File: src/acrb_pkg.sv
package acrb_pkg;
  // Register offsets on the configuration port.
  localparam logic [7:0] ADDR_POWER_MODE = 8'h08;
  localparam logic [7:0] ADDR_SAMPLING_CLOCK = 8'h09;
  localparam logic [7:0] ADDR_TEST_PATTERN = 8'h0d;
  localparam logic [7:0] ADDR_DIGITAL_TRIM = 8'h10;
  localparam logic [7:0] ADDR_OUTPUT_CONFIG = 8'h14;
  localparam logic [7:0] ADDR_OUT_CLOCK_POL = 8'h16;
  localparam logic [7:0] ADDR_REFERENCE_SEL = 8'h18;
  localparam logic [7:0] ADDR_SHADOW_XFER = 8'hff;
  // Reset values.
  localparam logic [7:0] RST_POWER_MODE = 8'h00;
  localparam logic [7:0] RST_SAMPLING_CLOCK = 8'h01;
  localparam logic [7:0] RST_TEST_PATTERN = 8'h00;
  localparam logic [7:0] RST_DIGITAL_TRIM = 8'h00;
  localparam logic [7:0] RST_OUTPUT_CONFIG = 8'h00;
  localparam logic [7:0] RST_OUT_CLOCK_POL = 8'h00;
  localparam logic [7:0] RST_REFERENCE_SEL = 8'hc0;
  // Implemented bits; open bits store and read as zero.
  localparam logic [7:0] MASK_POWER_MODE = 8'h27;
  localparam logic [7:0] MASK_SAMPLING_CLOCK = 8'h01;
  localparam logic [7:0] MASK_TEST_PATTERN = 8'h37;
  localparam logic [7:0] MASK_DIGITAL_TRIM = 8'h3f;
  localparam logic [7:0] MASK_OUTPUT_CONFIG = 8'hd7;
  localparam logic [7:0] MASK_OUT_CLOCK_POL = 8'h80;
  localparam logic [7:0] MASK_REFERENCE_SEL = 8'hc0;
  // Field positions.
  localparam int POS_PIN_MODE = 5;
  localparam int POS_DCS_EN = 0;
  localparam int POS_PRBS_LONG_HOLD = 5;
  localparam int POS_PRBS_SHORT_HOLD = 4;
  localparam int POS_DRIVE_LSB = 6;
  localparam int POS_OUT_DISABLE = 4;
  localparam int POS_OUT_INVERT = 2;
  localparam int POS_DCO_INVERT = 7;
  localparam int POS_VREF_LSB = 6;
  localparam int POS_SHADOW_COPY = 0;
  // Internal power mode codes.
  localparam logic [2:0] PM_NORMAL = 3'h0;
  localparam logic [2:0] PM_FULL_DOWN = 3'h1;
  localparam logic [2:0] PM_STANDBY = 3'h2;
  localparam logic [2:0] PM_NORMAL_ALT = 3'h3;
  // Output test pattern codes.
  localparam logic [2:0] TP_OFF = 3'h0;
  localparam logic [2:0] TP_MIDSCALE = 3'h1;
  localparam logic [2:0] TP_POS_FULL = 3'h2;
  localparam logic [2:0] TP_NEG_FULL = 3'h3;
  localparam logic [2:0] TP_CHECKER = 3'h4;
  localparam logic [2:0] TP_PRBS_LONG = 3'h5;
  localparam logic [2:0] TP_PRBS_SHORT = 3'h6;
  localparam logic [2:0] TP_TOGGLE = 3'h7;
  // Output format codes.
  localparam logic [1:0] FMT_OFFSET_BIN = 2'h0;
  localparam logic [1:0] FMT_TWOS_COMP = 2'h1;
  localparam logic [1:0] FMT_GRAY = 2'h2;
  // Pattern words, in offset binary.
  localparam logic [11:0] WORD_MIDSCALE = 12'h800;
  localparam logic [11:0] WORD_POS_FULL = 12'hfff;
  localparam logic [11:0] WORD_NEG_FULL = 12'h000;
  localparam logic [11:0] WORD_CHECKER = 12'haaa;
  localparam logic [22:0] SEED_PRBS_LONG = 23'h7f_ffff;
  localparam logic [8:0] SEED_PRBS_SHORT = 9'h1ff;
endpackage : acrb_pkg

File: src/acrb_output_path.sv
module acrb_output_path
  import acrb_pkg::*;
(
  // Clock and reset
  input wire logic clock,
  input wire logic sys_rst,
  // Conversion data and settings
  input wire logic [11:0] conv_data,
  input wire logic [2:0] test_sel,
  input wire logic prbs_long_hold,
  input wire logic prbs_short_hold,
  input wire logic [1:0] fmt_sel,
  input wire logic invert,
  input wire logic out_disable,
  input wire logic oe_pin_high,
  // Data outputs
  output logic [11:0] data_out_q,
  output logic data_oe_q
);
  logic [22:0] prbs_long_q;
  logic [8:0] prbs_short_q;
  logic phase_q;
  logic [11:0] base;
  logic [11:0] fmt_word;

  always_ff @(posedge clock or posedge sys_rst) begin
    if (sys_rst) begin
      prbs_long_q <= SEED_PRBS_LONG;
      prbs_short_q <= SEED_PRBS_SHORT;
      phase_q <= 1'b0;
    end else begin
      phase_q <= ~phase_q;
      // A set hold bit parks the generator at its seed.
      if (prbs_long_hold) begin
        prbs_long_q <= SEED_PRBS_LONG;
      end else begin
        prbs_long_q <= {prbs_long_q[21:0], prbs_long_q[22] ^ prbs_long_q[17]};
      end
      if (prbs_short_hold) begin
        prbs_short_q <= SEED_PRBS_SHORT;
      end else begin
        prbs_short_q <= {prbs_short_q[7:0], prbs_short_q[8] ^ prbs_short_q[4]};
      end
    end
  end

  always_comb begin
    case (test_sel)
      TP_OFF: base = conv_data;
      TP_MIDSCALE: base = WORD_MIDSCALE;
      TP_POS_FULL: base = WORD_POS_FULL;
      TP_NEG_FULL: base = WORD_NEG_FULL;
      TP_CHECKER: base = phase_q ? ~WORD_CHECKER : WORD_CHECKER;
      TP_PRBS_LONG: base = prbs_long_q[22:11];
      TP_PRBS_SHORT: base = {prbs_short_q, prbs_short_q[8:6]};
      TP_TOGGLE: base = phase_q ? WORD_NEG_FULL : WORD_POS_FULL;
      default: base = conv_data;
    endcase
    case (fmt_sel)
      FMT_TWOS_COMP: fmt_word = {~base[11], base[10:0]};
      FMT_GRAY: fmt_word = base ^ {1'b0, base[11:1]};
      default: fmt_word = base;
    endcase
  end

  always_ff @(posedge clock or posedge sys_rst) begin
    if (sys_rst) begin
      data_out_q <= 12'h000;
      data_oe_q <= 1'b0;
    end else begin
      data_out_q <= invert ? ~fmt_word : fmt_word;
      // The register bit only enables the drivers while the enable pin is high.
      data_oe_q <= ~out_disable & oe_pin_high;
    end
  end
endmodule : acrb_output_path

File: src/adc_config_register_bank.sv
module adc_config_register_bank
  import acrb_pkg::*;
(
  // Clock and reset
  input wire logic clock,
  input wire logic sys_rst,
  // Register port from the serial framing logic
  input wire logic [7:0] reg_addr,
  input wire logic [7:0] reg_wdata,
  input wire logic reg_wr,
  input wire logic reg_rd,
  output logic [7:0] reg_rdata_q,
  // Device pins
  input wire logic power_down_pin,
  input wire logic output_enable_n_pin,
  // Conversion data
  input wire logic [11:0] conv_data,
  // Power and clocking controls
  output logic power_down_q,
  output logic standby_q,
  output logic duty_cycle_stabilizer_q,
  output logic data_output_clock_invert_q,
  // Analog trims
  output logic [5:0] offset_trim_q,
  output logic [1:0] vref_select_q,
  // Data output controls
  output logic [1:0] drive_cfg_q,
  output logic [11:0] data_out_q,
  output logic data_oe_q
);
  logic [7:0] m_power_q, m_clock_q, m_test_q, m_trim_q, m_out_q, m_phase_q, m_vref_q;
  logic [7:0] act_power_q, act_clock_q, act_test_q, act_trim_q, act_out_q, act_phase_q, act_vref_q;
  logic pd_meta_q, pd_sync_q, oen_meta_q, oen_sync_q;
  logic shadow_copy;
  logic xfer_seen_q;

  assign shadow_copy = reg_wr && reg_addr == ADDR_SHADOW_XFER && reg_wdata[POS_SHADOW_COPY];

  // Both pins are asynchronous to this clock.
  always_ff @(posedge clock or posedge sys_rst) begin
    if (sys_rst) begin
      pd_meta_q <= 1'b0;
      pd_sync_q <= 1'b0;
      oen_meta_q <= 1'b1;
      oen_sync_q <= 1'b1;
    end else begin
      pd_meta_q <= power_down_pin;
      pd_sync_q <= pd_meta_q;
      oen_meta_q <= output_enable_n_pin;
      oen_sync_q <= oen_meta_q;
    end
  end

  // Master copy: written by the host, not yet in effect.
  always_ff @(posedge clock or posedge sys_rst) begin
    if (sys_rst) begin
      m_power_q <= RST_POWER_MODE;
      m_clock_q <= RST_SAMPLING_CLOCK;
      m_test_q <= RST_TEST_PATTERN;
      m_trim_q <= RST_DIGITAL_TRIM;
      m_out_q <= RST_OUTPUT_CONFIG;
      m_phase_q <= RST_OUT_CLOCK_POL;
      m_vref_q <= RST_REFERENCE_SEL;
    end else if (reg_wr) begin
      // Open bits are dropped, so a host that ignores the zero-fill convention cannot set them.
      case (reg_addr)
        ADDR_POWER_MODE: m_power_q <= reg_wdata & MASK_POWER_MODE;
        ADDR_SAMPLING_CLOCK: m_clock_q <= reg_wdata & MASK_SAMPLING_CLOCK;
        ADDR_TEST_PATTERN: m_test_q <= reg_wdata & MASK_TEST_PATTERN;
        ADDR_DIGITAL_TRIM: m_trim_q <= reg_wdata & MASK_DIGITAL_TRIM;
        ADDR_OUTPUT_CONFIG: m_out_q <= reg_wdata & MASK_OUTPUT_CONFIG;
        ADDR_OUT_CLOCK_POL: m_phase_q <= reg_wdata & MASK_OUT_CLOCK_POL;
        ADDR_REFERENCE_SEL: m_vref_q <= reg_wdata & MASK_REFERENCE_SEL;
        default: ;
      endcase
    end
  end

  // Active copy: the whole set moves in one edge, so the analog side never sees a mix.
  always_ff @(posedge clock or posedge sys_rst) begin
    if (sys_rst) begin
      act_power_q <= RST_POWER_MODE;
      act_clock_q <= RST_SAMPLING_CLOCK;
      act_test_q <= RST_TEST_PATTERN;
      act_trim_q <= RST_DIGITAL_TRIM;
      act_out_q <= RST_OUTPUT_CONFIG;
      act_phase_q <= RST_OUT_CLOCK_POL;
      act_vref_q <= RST_REFERENCE_SEL;
    end else if (shadow_copy) begin
      act_power_q <= m_power_q;
      act_clock_q <= m_clock_q;
      act_test_q <= m_test_q;
      act_trim_q <= m_trim_q;
      act_out_q <= m_out_q;
      act_phase_q <= m_phase_q;
      act_vref_q <= m_vref_q;
    end
  end

  // Reads return the master copy; the copy bit is self-clearing and reads zero.
  always_ff @(posedge clock or posedge sys_rst) begin
    if (sys_rst) begin
      reg_rdata_q <= 8'h00;
    end else if (reg_rd) begin
      case (reg_addr)
        ADDR_POWER_MODE: reg_rdata_q <= m_power_q;
        ADDR_SAMPLING_CLOCK: reg_rdata_q <= m_clock_q;
        ADDR_TEST_PATTERN: reg_rdata_q <= m_test_q;
        ADDR_DIGITAL_TRIM: reg_rdata_q <= m_trim_q;
        ADDR_OUTPUT_CONFIG: reg_rdata_q <= m_out_q;
        ADDR_OUT_CLOCK_POL: reg_rdata_q <= m_phase_q;
        ADDR_REFERENCE_SEL: reg_rdata_q <= m_vref_q;
        default: reg_rdata_q <= 8'h00;
      endcase
    end
  end

  // Power state decode.
  always_ff @(posedge clock or posedge sys_rst) begin
    if (sys_rst) begin
      power_down_q <= 1'b0;
      standby_q <= 1'b0;
    end else if (pd_sync_q) begin
      power_down_q <= ~act_power_q[POS_PIN_MODE];
      standby_q <= act_power_q[POS_PIN_MODE];
    end else begin
      case (act_power_q[2:0])
        PM_FULL_DOWN: begin
          power_down_q <= 1'b1;
          standby_q <= 1'b0;
        end
        PM_STANDBY: begin
          power_down_q <= 1'b0;
          standby_q <= 1'b1;
        end
        default: begin
          power_down_q <= 1'b0;
          standby_q <= 1'b0;
        end
      endcase
    end
  end

  // Static controls are registered once more so every output leaves from a flip-flop.
  always_ff @(posedge clock or posedge sys_rst) begin
    if (sys_rst) begin
      duty_cycle_stabilizer_q <= RST_SAMPLING_CLOCK[POS_DCS_EN];
      data_output_clock_invert_q <= RST_OUT_CLOCK_POL[POS_DCO_INVERT];
      offset_trim_q <= RST_DIGITAL_TRIM[5:0];
      vref_select_q <= RST_REFERENCE_SEL[POS_VREF_LSB +: 2];
      drive_cfg_q <= RST_OUTPUT_CONFIG[POS_DRIVE_LSB +: 2];
    end else begin
      duty_cycle_stabilizer_q <= act_clock_q[POS_DCS_EN];
      data_output_clock_invert_q <= act_phase_q[POS_DCO_INVERT];
      offset_trim_q <= act_trim_q[5:0];
      vref_select_q <= act_vref_q[POS_VREF_LSB +: 2];
      drive_cfg_q <= act_out_q[POS_DRIVE_LSB +: 2];
    end
  end

  acrb_output_path u_output_path (
    .clock(clock),
    .sys_rst(sys_rst),
    .conv_data(conv_data),
    .test_sel(act_test_q[2:0]),
    .prbs_long_hold(act_test_q[POS_PRBS_LONG_HOLD]),
    .prbs_short_hold(act_test_q[POS_PRBS_SHORT_HOLD]),
    .fmt_sel(act_out_q[1:0]),
    .invert(act_out_q[POS_OUT_INVERT]),
    .out_disable(act_out_q[POS_OUT_DISABLE]),
    .oe_pin_high(oen_sync_q),
    .data_out_q(data_out_q),
    .data_oe_q(data_oe_q)
  );

  always_ff @(posedge clock or posedge sys_rst) begin
    if (sys_rst) begin
      xfer_seen_q <= 1'b0;
    end else if (shadow_copy) begin
      xfer_seen_q <= 1'b1;
    end
  end
endmodule : adc_config_register_bank

File: config.mk
export PLATFORM = sky130hd
export DESIGN_NAME = adc_config_register_bank
export DESIGN_NICKNAME = d
export VERILOG_FILES = /design/src/acrb_pkg.sv /design/src/acrb_output_path.sv /design/src/adc_config_register_bank.sv
export SDC_FILE = /design/constraint.sdc
export NUM_CORES = 1
export LEC_CHECK = 0
export BUFFER_PORTS_ARGS = -buffer_cell sky130_fd_sc_hd__buf_4
export CAP_MARGIN = 20
export CORE_MARGIN = 2
export CORE_UTILIZATION = 50
export CTS_CLUSTER_DIAMETER = 200
export DETAILED_ROUTE_END_ITERATION = 12
export PLACE_DENSITY_LB_ADDON = 0.08
export SLEW_MARGIN = 20
export SYNTH_ARGS = -nofsm -noshare
export SYNTH_HDL_FRONTEND = slang
export SYNTH_SLANG_ARGS = --single-unit
export TNS_END_PERCENT = 10
File: constraint.sdc
create_clock -name clock -period 3.9 [get_ports clock]
set_clock_uncertainty 0.2 [all_clocks]
set_input_delay 0.585 -clock clock [delete_from_list [all_inputs] [get_ports clock]]
set_output_delay 0.585 -clock clock [all_outputs]
set_load 0.01 [all_outputs]
## Word level (Yosys, flattened, before mapping)

Index checks and enable logic that the tools add are counted.

| word-level totals | value |
|---|---|
| register bits | 122 |
| output and inout bits | 35 |
| logic and storage cells | 81 |

| cells by class | value |
|---|---|
| equality and inequality tests | 19 |
| multiplexer cells | 12 |
| bitwise operators | 9 |
| reduce and logical (&&, ||, !) cells | 10 |

Operator list:

| kind | number |
|---|---|
| $pmux 12 s8 | 1 |
| $pmux 8 s7 | 1 |
| $mux 12 | 3 |
| $eq 8x5->1 const B | 4 |
| $eq 8x4->1 const B | 3 |
| $pmux 12 s2 | 1 |
| $mux 23 | 1 |
| $reduce_and 2->1 | 7 |
| $eq 3x3->1 const B | 4 |
| $not 12->12 | 1 |
| $xor 12x11->12 | 1 |
| $eq 3x2->1 const B | 3 |
| $mux 9 | 1 |
| $eq 8x8->1 const B | 1 |
| $eq 3x1->1 const B | 2 |
| $mux 1 | 4 |
| $not 1->1 | 4 |
| $logic_not 3->1 | 1 |
| $eq 2x1->1 const B | 1 |
| $eq 2x2->1 const B | 1 |
| $logic_and 1x1->1 | 2 |
| $xor 1x1->1 | 2 |
| $and 1x1->1 | 1 |

## Logic depth before layout (Yosys ltp)

| logic depth | value |
|---|---|
| depth after elaboration | 6 |
| mapped depth | 8 |
| gate-level depth less buffers | 6 |

## Modules after synthesis

Synthesis repeated with hierarchy kept, for this count alone.

| second synthesis, totals | value |
|---|---|
| cells, all modules | 431 |
| area, all modules | 5,417.7 sq um |

By module, submodules not included:

| module | times used | cells each | area each (sq um) | seq. area each (sq um) |
|---|---|---|---|---|
| adc_config_register_bank | 1 | 208 | 3,032.9 | 1,915.6 |
| acrb_output_path | 1 | 223 | 2,384.8 | 1,191.1 |

## Worst setup path after synthesis

Ideal clock, no wire load.

| path | value |
|---|---|
| path kind | input-to-reg |
| start | input reg_addr[2] |
| end | register act_test_q[2] |
| data arrival time | 1.963 ns |
| required time | 3.575 ns |
| path slack | 1.612 ns |
| stages | 5 |
| buffers on the path | 2 |
| cell sequence | buf_2 nand2_1 nor4_4 buf_2 mux2_2 |

| on the way | value |
|---|---|
| word-level cells in the longest chain between the ends | 3 |

RTL lines:

| item | line | RTL |
|---|---|---|
| start, declared | adc_config_register_bank.sv:8 | `input wire logic [7:0] reg_addr,` |
| $eq 8x8->1 | adc_config_register_bank.sv:37 | `assign shadow_copy = reg_wr && reg_addr == ADDR_SHADOW_XFER && reg_wdata[POS_SHADOW_COPY];` |
| $logic_and 1x1->1 (2 in series) | adc_config_register_bank.sv:37 |  |
| end signal, assigned | adc_config_register_bank.sv:92 | `act_test_q <= m_test_q;` |
| end, declared | adc_config_register_bank.sv:32 | `logic [7:0] act_power_q, act_clock_q, act_test_q, act_trim_q, act_out_q, act_phase_q, act_vref_q;` |

Every way passes these cells.
A chain may end at the register's enable or synchronous reset.

## Final worst setup path

| path | value |
|---|---|
| start | register act_test_q[1] |
| end | register u_output_path.data_out_q[6] |

| on the way | value |
|---|---|
| word-level cells in the longest chain between the ends | 6 |
| elaborated cells on any way between the ends | 13 |
| classes of those cells | eq/ne (7); mux (3); bitwise (2); reduce/logical (1) |

RTL lines:

| item | line | RTL |
|---|---|---|
| $eq 3x3->1, or another cell as far along | acrb_output_path.sv:48 | `case (test_sel)` |
| $pmux 12 s8 * | acrb_output_path.sv:48 |  |
| $xor 12x11->12 | acrb_output_path.sv:61 | `FMT_GRAY: fmt_word = base ^ {1'b0, base[11:1]};` |
| $pmux 12 s2 * | acrb_output_path.sv:59 | `case (fmt_sel)` |
| $not 12->12 | acrb_output_path.sv:71 | `data_out_q <= invert ? ~fmt_word : fmt_word;` |
| $mux 12 * | acrb_output_path.sv:71 |  |
| end signal, assigned | acrb_output_path.sv:71 |  |
| end, declared | acrb_output_path.sv:17 | `output logic [11:0] data_out_q,` |

Mark *: on every way between the ends. The rest lies on a longest branch, timed or not.

==> results.yml <==
die:
  die_h_um: 107
  core_area_mm2: 0.0103
  dieArea_mm2: 0.0114
  rows: 37
  die-width_um: 107
  num_io_pins: 69
  initial_core_util_pct: 51.4
sta:
  fin_setup_tns_ns: 0
  setup_viol: 0
  slew_viol_final: 0
  hold_viol_final: 0
  slew_headroom_pct: 34.8
  finalCriticalPeriod_ns: 2.78
  whs_ns: 0.0451
  post-route-period-util_pct: 71.2
  rsz0062_at_grt: "no"
  fmax_mhz: 360
  fin_ws_ns: 1.12
  worst_pin_slew_ns: 0.977
logic_synthesis:
  ys_types: 56
  synth_fp_nets: 462
  synthCells: 426
  yosysSeqAreaShare_pct: 58.6
  synthTopCellsByArea: "dfrtp_1 (37%), dfstp_2 (21%), mux2_2 (10%), or2_2 (3.8%), xnor2_1 (2.0%)"
  synth-edff-count: 0
  syn_area_mm2: 0.00530
  yosysTopAreaCellShare_pct: 37.3
  yosysTopAreaCell: "dfrtp_1"
  avgSynthCellArea_um2: 12.5
  synth_seq_cells: 122
  yosysWarningCount: 0
  synthFlopType: "dfrtp_1"
  synthArstFlopShare_pct: 100
global_routing:
  grt_max_degree: 81
  overflow: 0
  grt_pass1_wl_mm: 18.2
  antenna_found_initial: 0
  grt_pass1_vias: 3588
  grt_usage_pct: 20.9
finish:
  final_layout_size_suffix_gt1_share_pct: 45.5
  final_cell_mix: "dfrtp_1 (79), buf_4 (70), mux2_2 (49)"
  fin_nets: 535
  final_common_cell: "dfrtp_1"
  fin_area_mm2: 0.00656
  fillers: 836
  area_delta_synth_final_pct: 23.7
  n_antenna_cell: 0
placement:
  io_buffers: 68
  finalWeightedCongestion: 0.888
  place_ws_ns: 1.16
  hpwlAfterDp_mm: 7.48
  dpl_cell_area_mm2: 0.00593
routing:
  dr_total_vias: 3554
  firstDrtPassIters: 4
  ant_nets: 0
  via_per_inst: 5.48
  wl_mm: 11.0
  drtIter0Drc: 113
  drc: 0
  wl_per_cell_um: 16.9
worst_setup_path:
  r2r_start: "act_test_q[1]"
  worstPathMaxFanout: 32
  critPathLaunchType: "flop"
  crit_type: "flop to flop"
  crit_chain: "or2_2 -> nor2_1 -> o32ai_1 -> nor2b_1 -> mux2i_1 -> xnor2_1"
  worstSetupEndpointType: "flop"
  critPathMaxStageDelay_ns: 0.98
  required_ns: 4.07
  slowest_stage: "dfrtp_1"
  critPathArrivalTime_ns: 2.95
  cp-startpoint: "act_test_q[1]"
power_and_ir_drop:
  power_density_mw_per_mm2: 495
  power_leakage_nw: 3.05
  ir_worst_vdd_uv: 375
cts:
  post-cts-setup-buffer-count: 0
  cts_resized: 0
  cts_buffer_depth: 2
  clock-sinks: 122
  htree_levels: 4
  clkTransAtPathRegs_ns: 0.06
  cts_buffers: 17
  clock_latency_ns: 0.52
  root_buffer: "clkbuf_8"
  cts_tree: "yes"
run_status:
  status: "finished, final reports clean"
hold_path:
  min_path_type: "input port to async pin"
run:
  maxCapViolCount: 0
==> flip-flops by register name, indices dropped and copies added, names as in the netlist, 2 cells and up <==
name,cells
act_out_q,6
act_power_q,4
act_test_q,5
act_trim_q,6
act_vref_q,2
drive_cfg_q,2
m_out_q,6
m_power_q,4
m_test_q,5
m_trim_q,6
m_vref_q,2
offset_trim_q,6
reg_rdata_q,8
u_output_path.data_out_q,12
u_output_path.prbs_long_q,23
u_output_path.prbs_short_q,9
vref_select_q,2
==> cell usage after synthesis, types with 2 or more instances <==
library cell	count
clkbuf_1	9
a21boi_0	4
or2_2	32
a211o_1	3
dfstp_2	43
nand3b_1	3
o22ai_1	2
a22o_1	5
xor2_1	2
nand2b_1	11
nor3_1	8
dfrtp_1	79
nor2b_1	10
ha_1	2
nor2_1	26
o32ai_1	5
mux2i_1	10
o21ai_0	17
mux2_2	49
buf_4	3
a21o_1	3
a21oi_1	7
inv_1	9
nand2_1	19
o2bb2ai_1	5
nand4b_1	2
xnor2_1	12
a22oi_1	6
nand3_1	4
nand4_1	2
o22a_1	4
buf_2	6
==> logic make-up (layout without fill, tap and decap cells) <==
kind of cell             Yosys count  count (layout)  share of synthesized area (%)
AO/OA/AOI/OAI                     72              72                           10.1
XOR/XNOR                          14              14                           2.31
adder cells (fa/ha/maj)            2               2                          0.472
buffers and inverters             28             114                           2.48
flip-flops                       122             122                           58.6
multiplexers                      59              59                           12.3
AND/OR/NAND/NOR                  129             129                           13.8
==> stage by stage <==
stage	utilization [%]	instances	total power, W
after floorplan	-	426	0.00155
after global placement	57.4	614	0.00164
after detailed placement	57.4	614	0.00165
after CTS	63.6	648	0.00328
after global routing	63.6	648	0.00337
final	63.6	648	0.00325
==> report_power, final <==
part | switching [W] | total (W) | leakage (nW) | internal (W)
Sequential | 0.0000369 | 0.00140 | 1.49 | 0.00136
Combinational | 0.000113 | 0.000231 | 1.27 | 0.000117
Clock | 0.000545 | 0.00162 | 0.300 | 0.00107
==> layout make-up <==
type	instances	area, um2	share of cell area [%]
clock buffer	22	453	6.90
clock inverter	10	164	2.50
inverter	9	37.5	0.572
multi-input combinational	276	2070	31.5
sequential	122	3110	47.3
tap	136	170	2.59
timing repair buffer	73	566	8.62
==> worst max-delay path, delay by kind of cell (launching register included) <==
kind,cells,cell delay [ns]
flip-flops,1,0.98
XOR/XNOR,1,0.14
multiplexers,1,0.10
AND/OR/NAND/NOR,3,0.64
AO/OA/AOI/OAI,1,0.56
==> worst paths after layout <==
check                                         endpoint  slack [ns]  cells past startpoint
hold / removal                            power_down_q        0.05                      2
max in group asynchronous                act_vref_q[6]        2.53                      3
setup reg to reg           u_output_path.data_out_q[6]        1.12                      6
setup / recovery           u_output_path.data_out_q[6]        1.12                      6
hold reg to reg                              pd_sync_q        0.15                      0
min in group clock                      reg_rdata_q[5]        0.07                      2
==> timing repair <==
item	4_1_cts	5_1_grt
setup endpoints to repair	0	0
endpoints found under the hold margin	2	0
hold buffers	2	0
==> layer usage <==
metal  vias to the layer above  routed length [um]  track usage [%]
met1                      1785                4880             26.3
li1                       1651                   -                -
met4                         0                 230             9.09
met5                         -                   0                0
met3                        18                 467             5.84
met2                       100                5380             33.9
(Power assumes the default switching activity.)
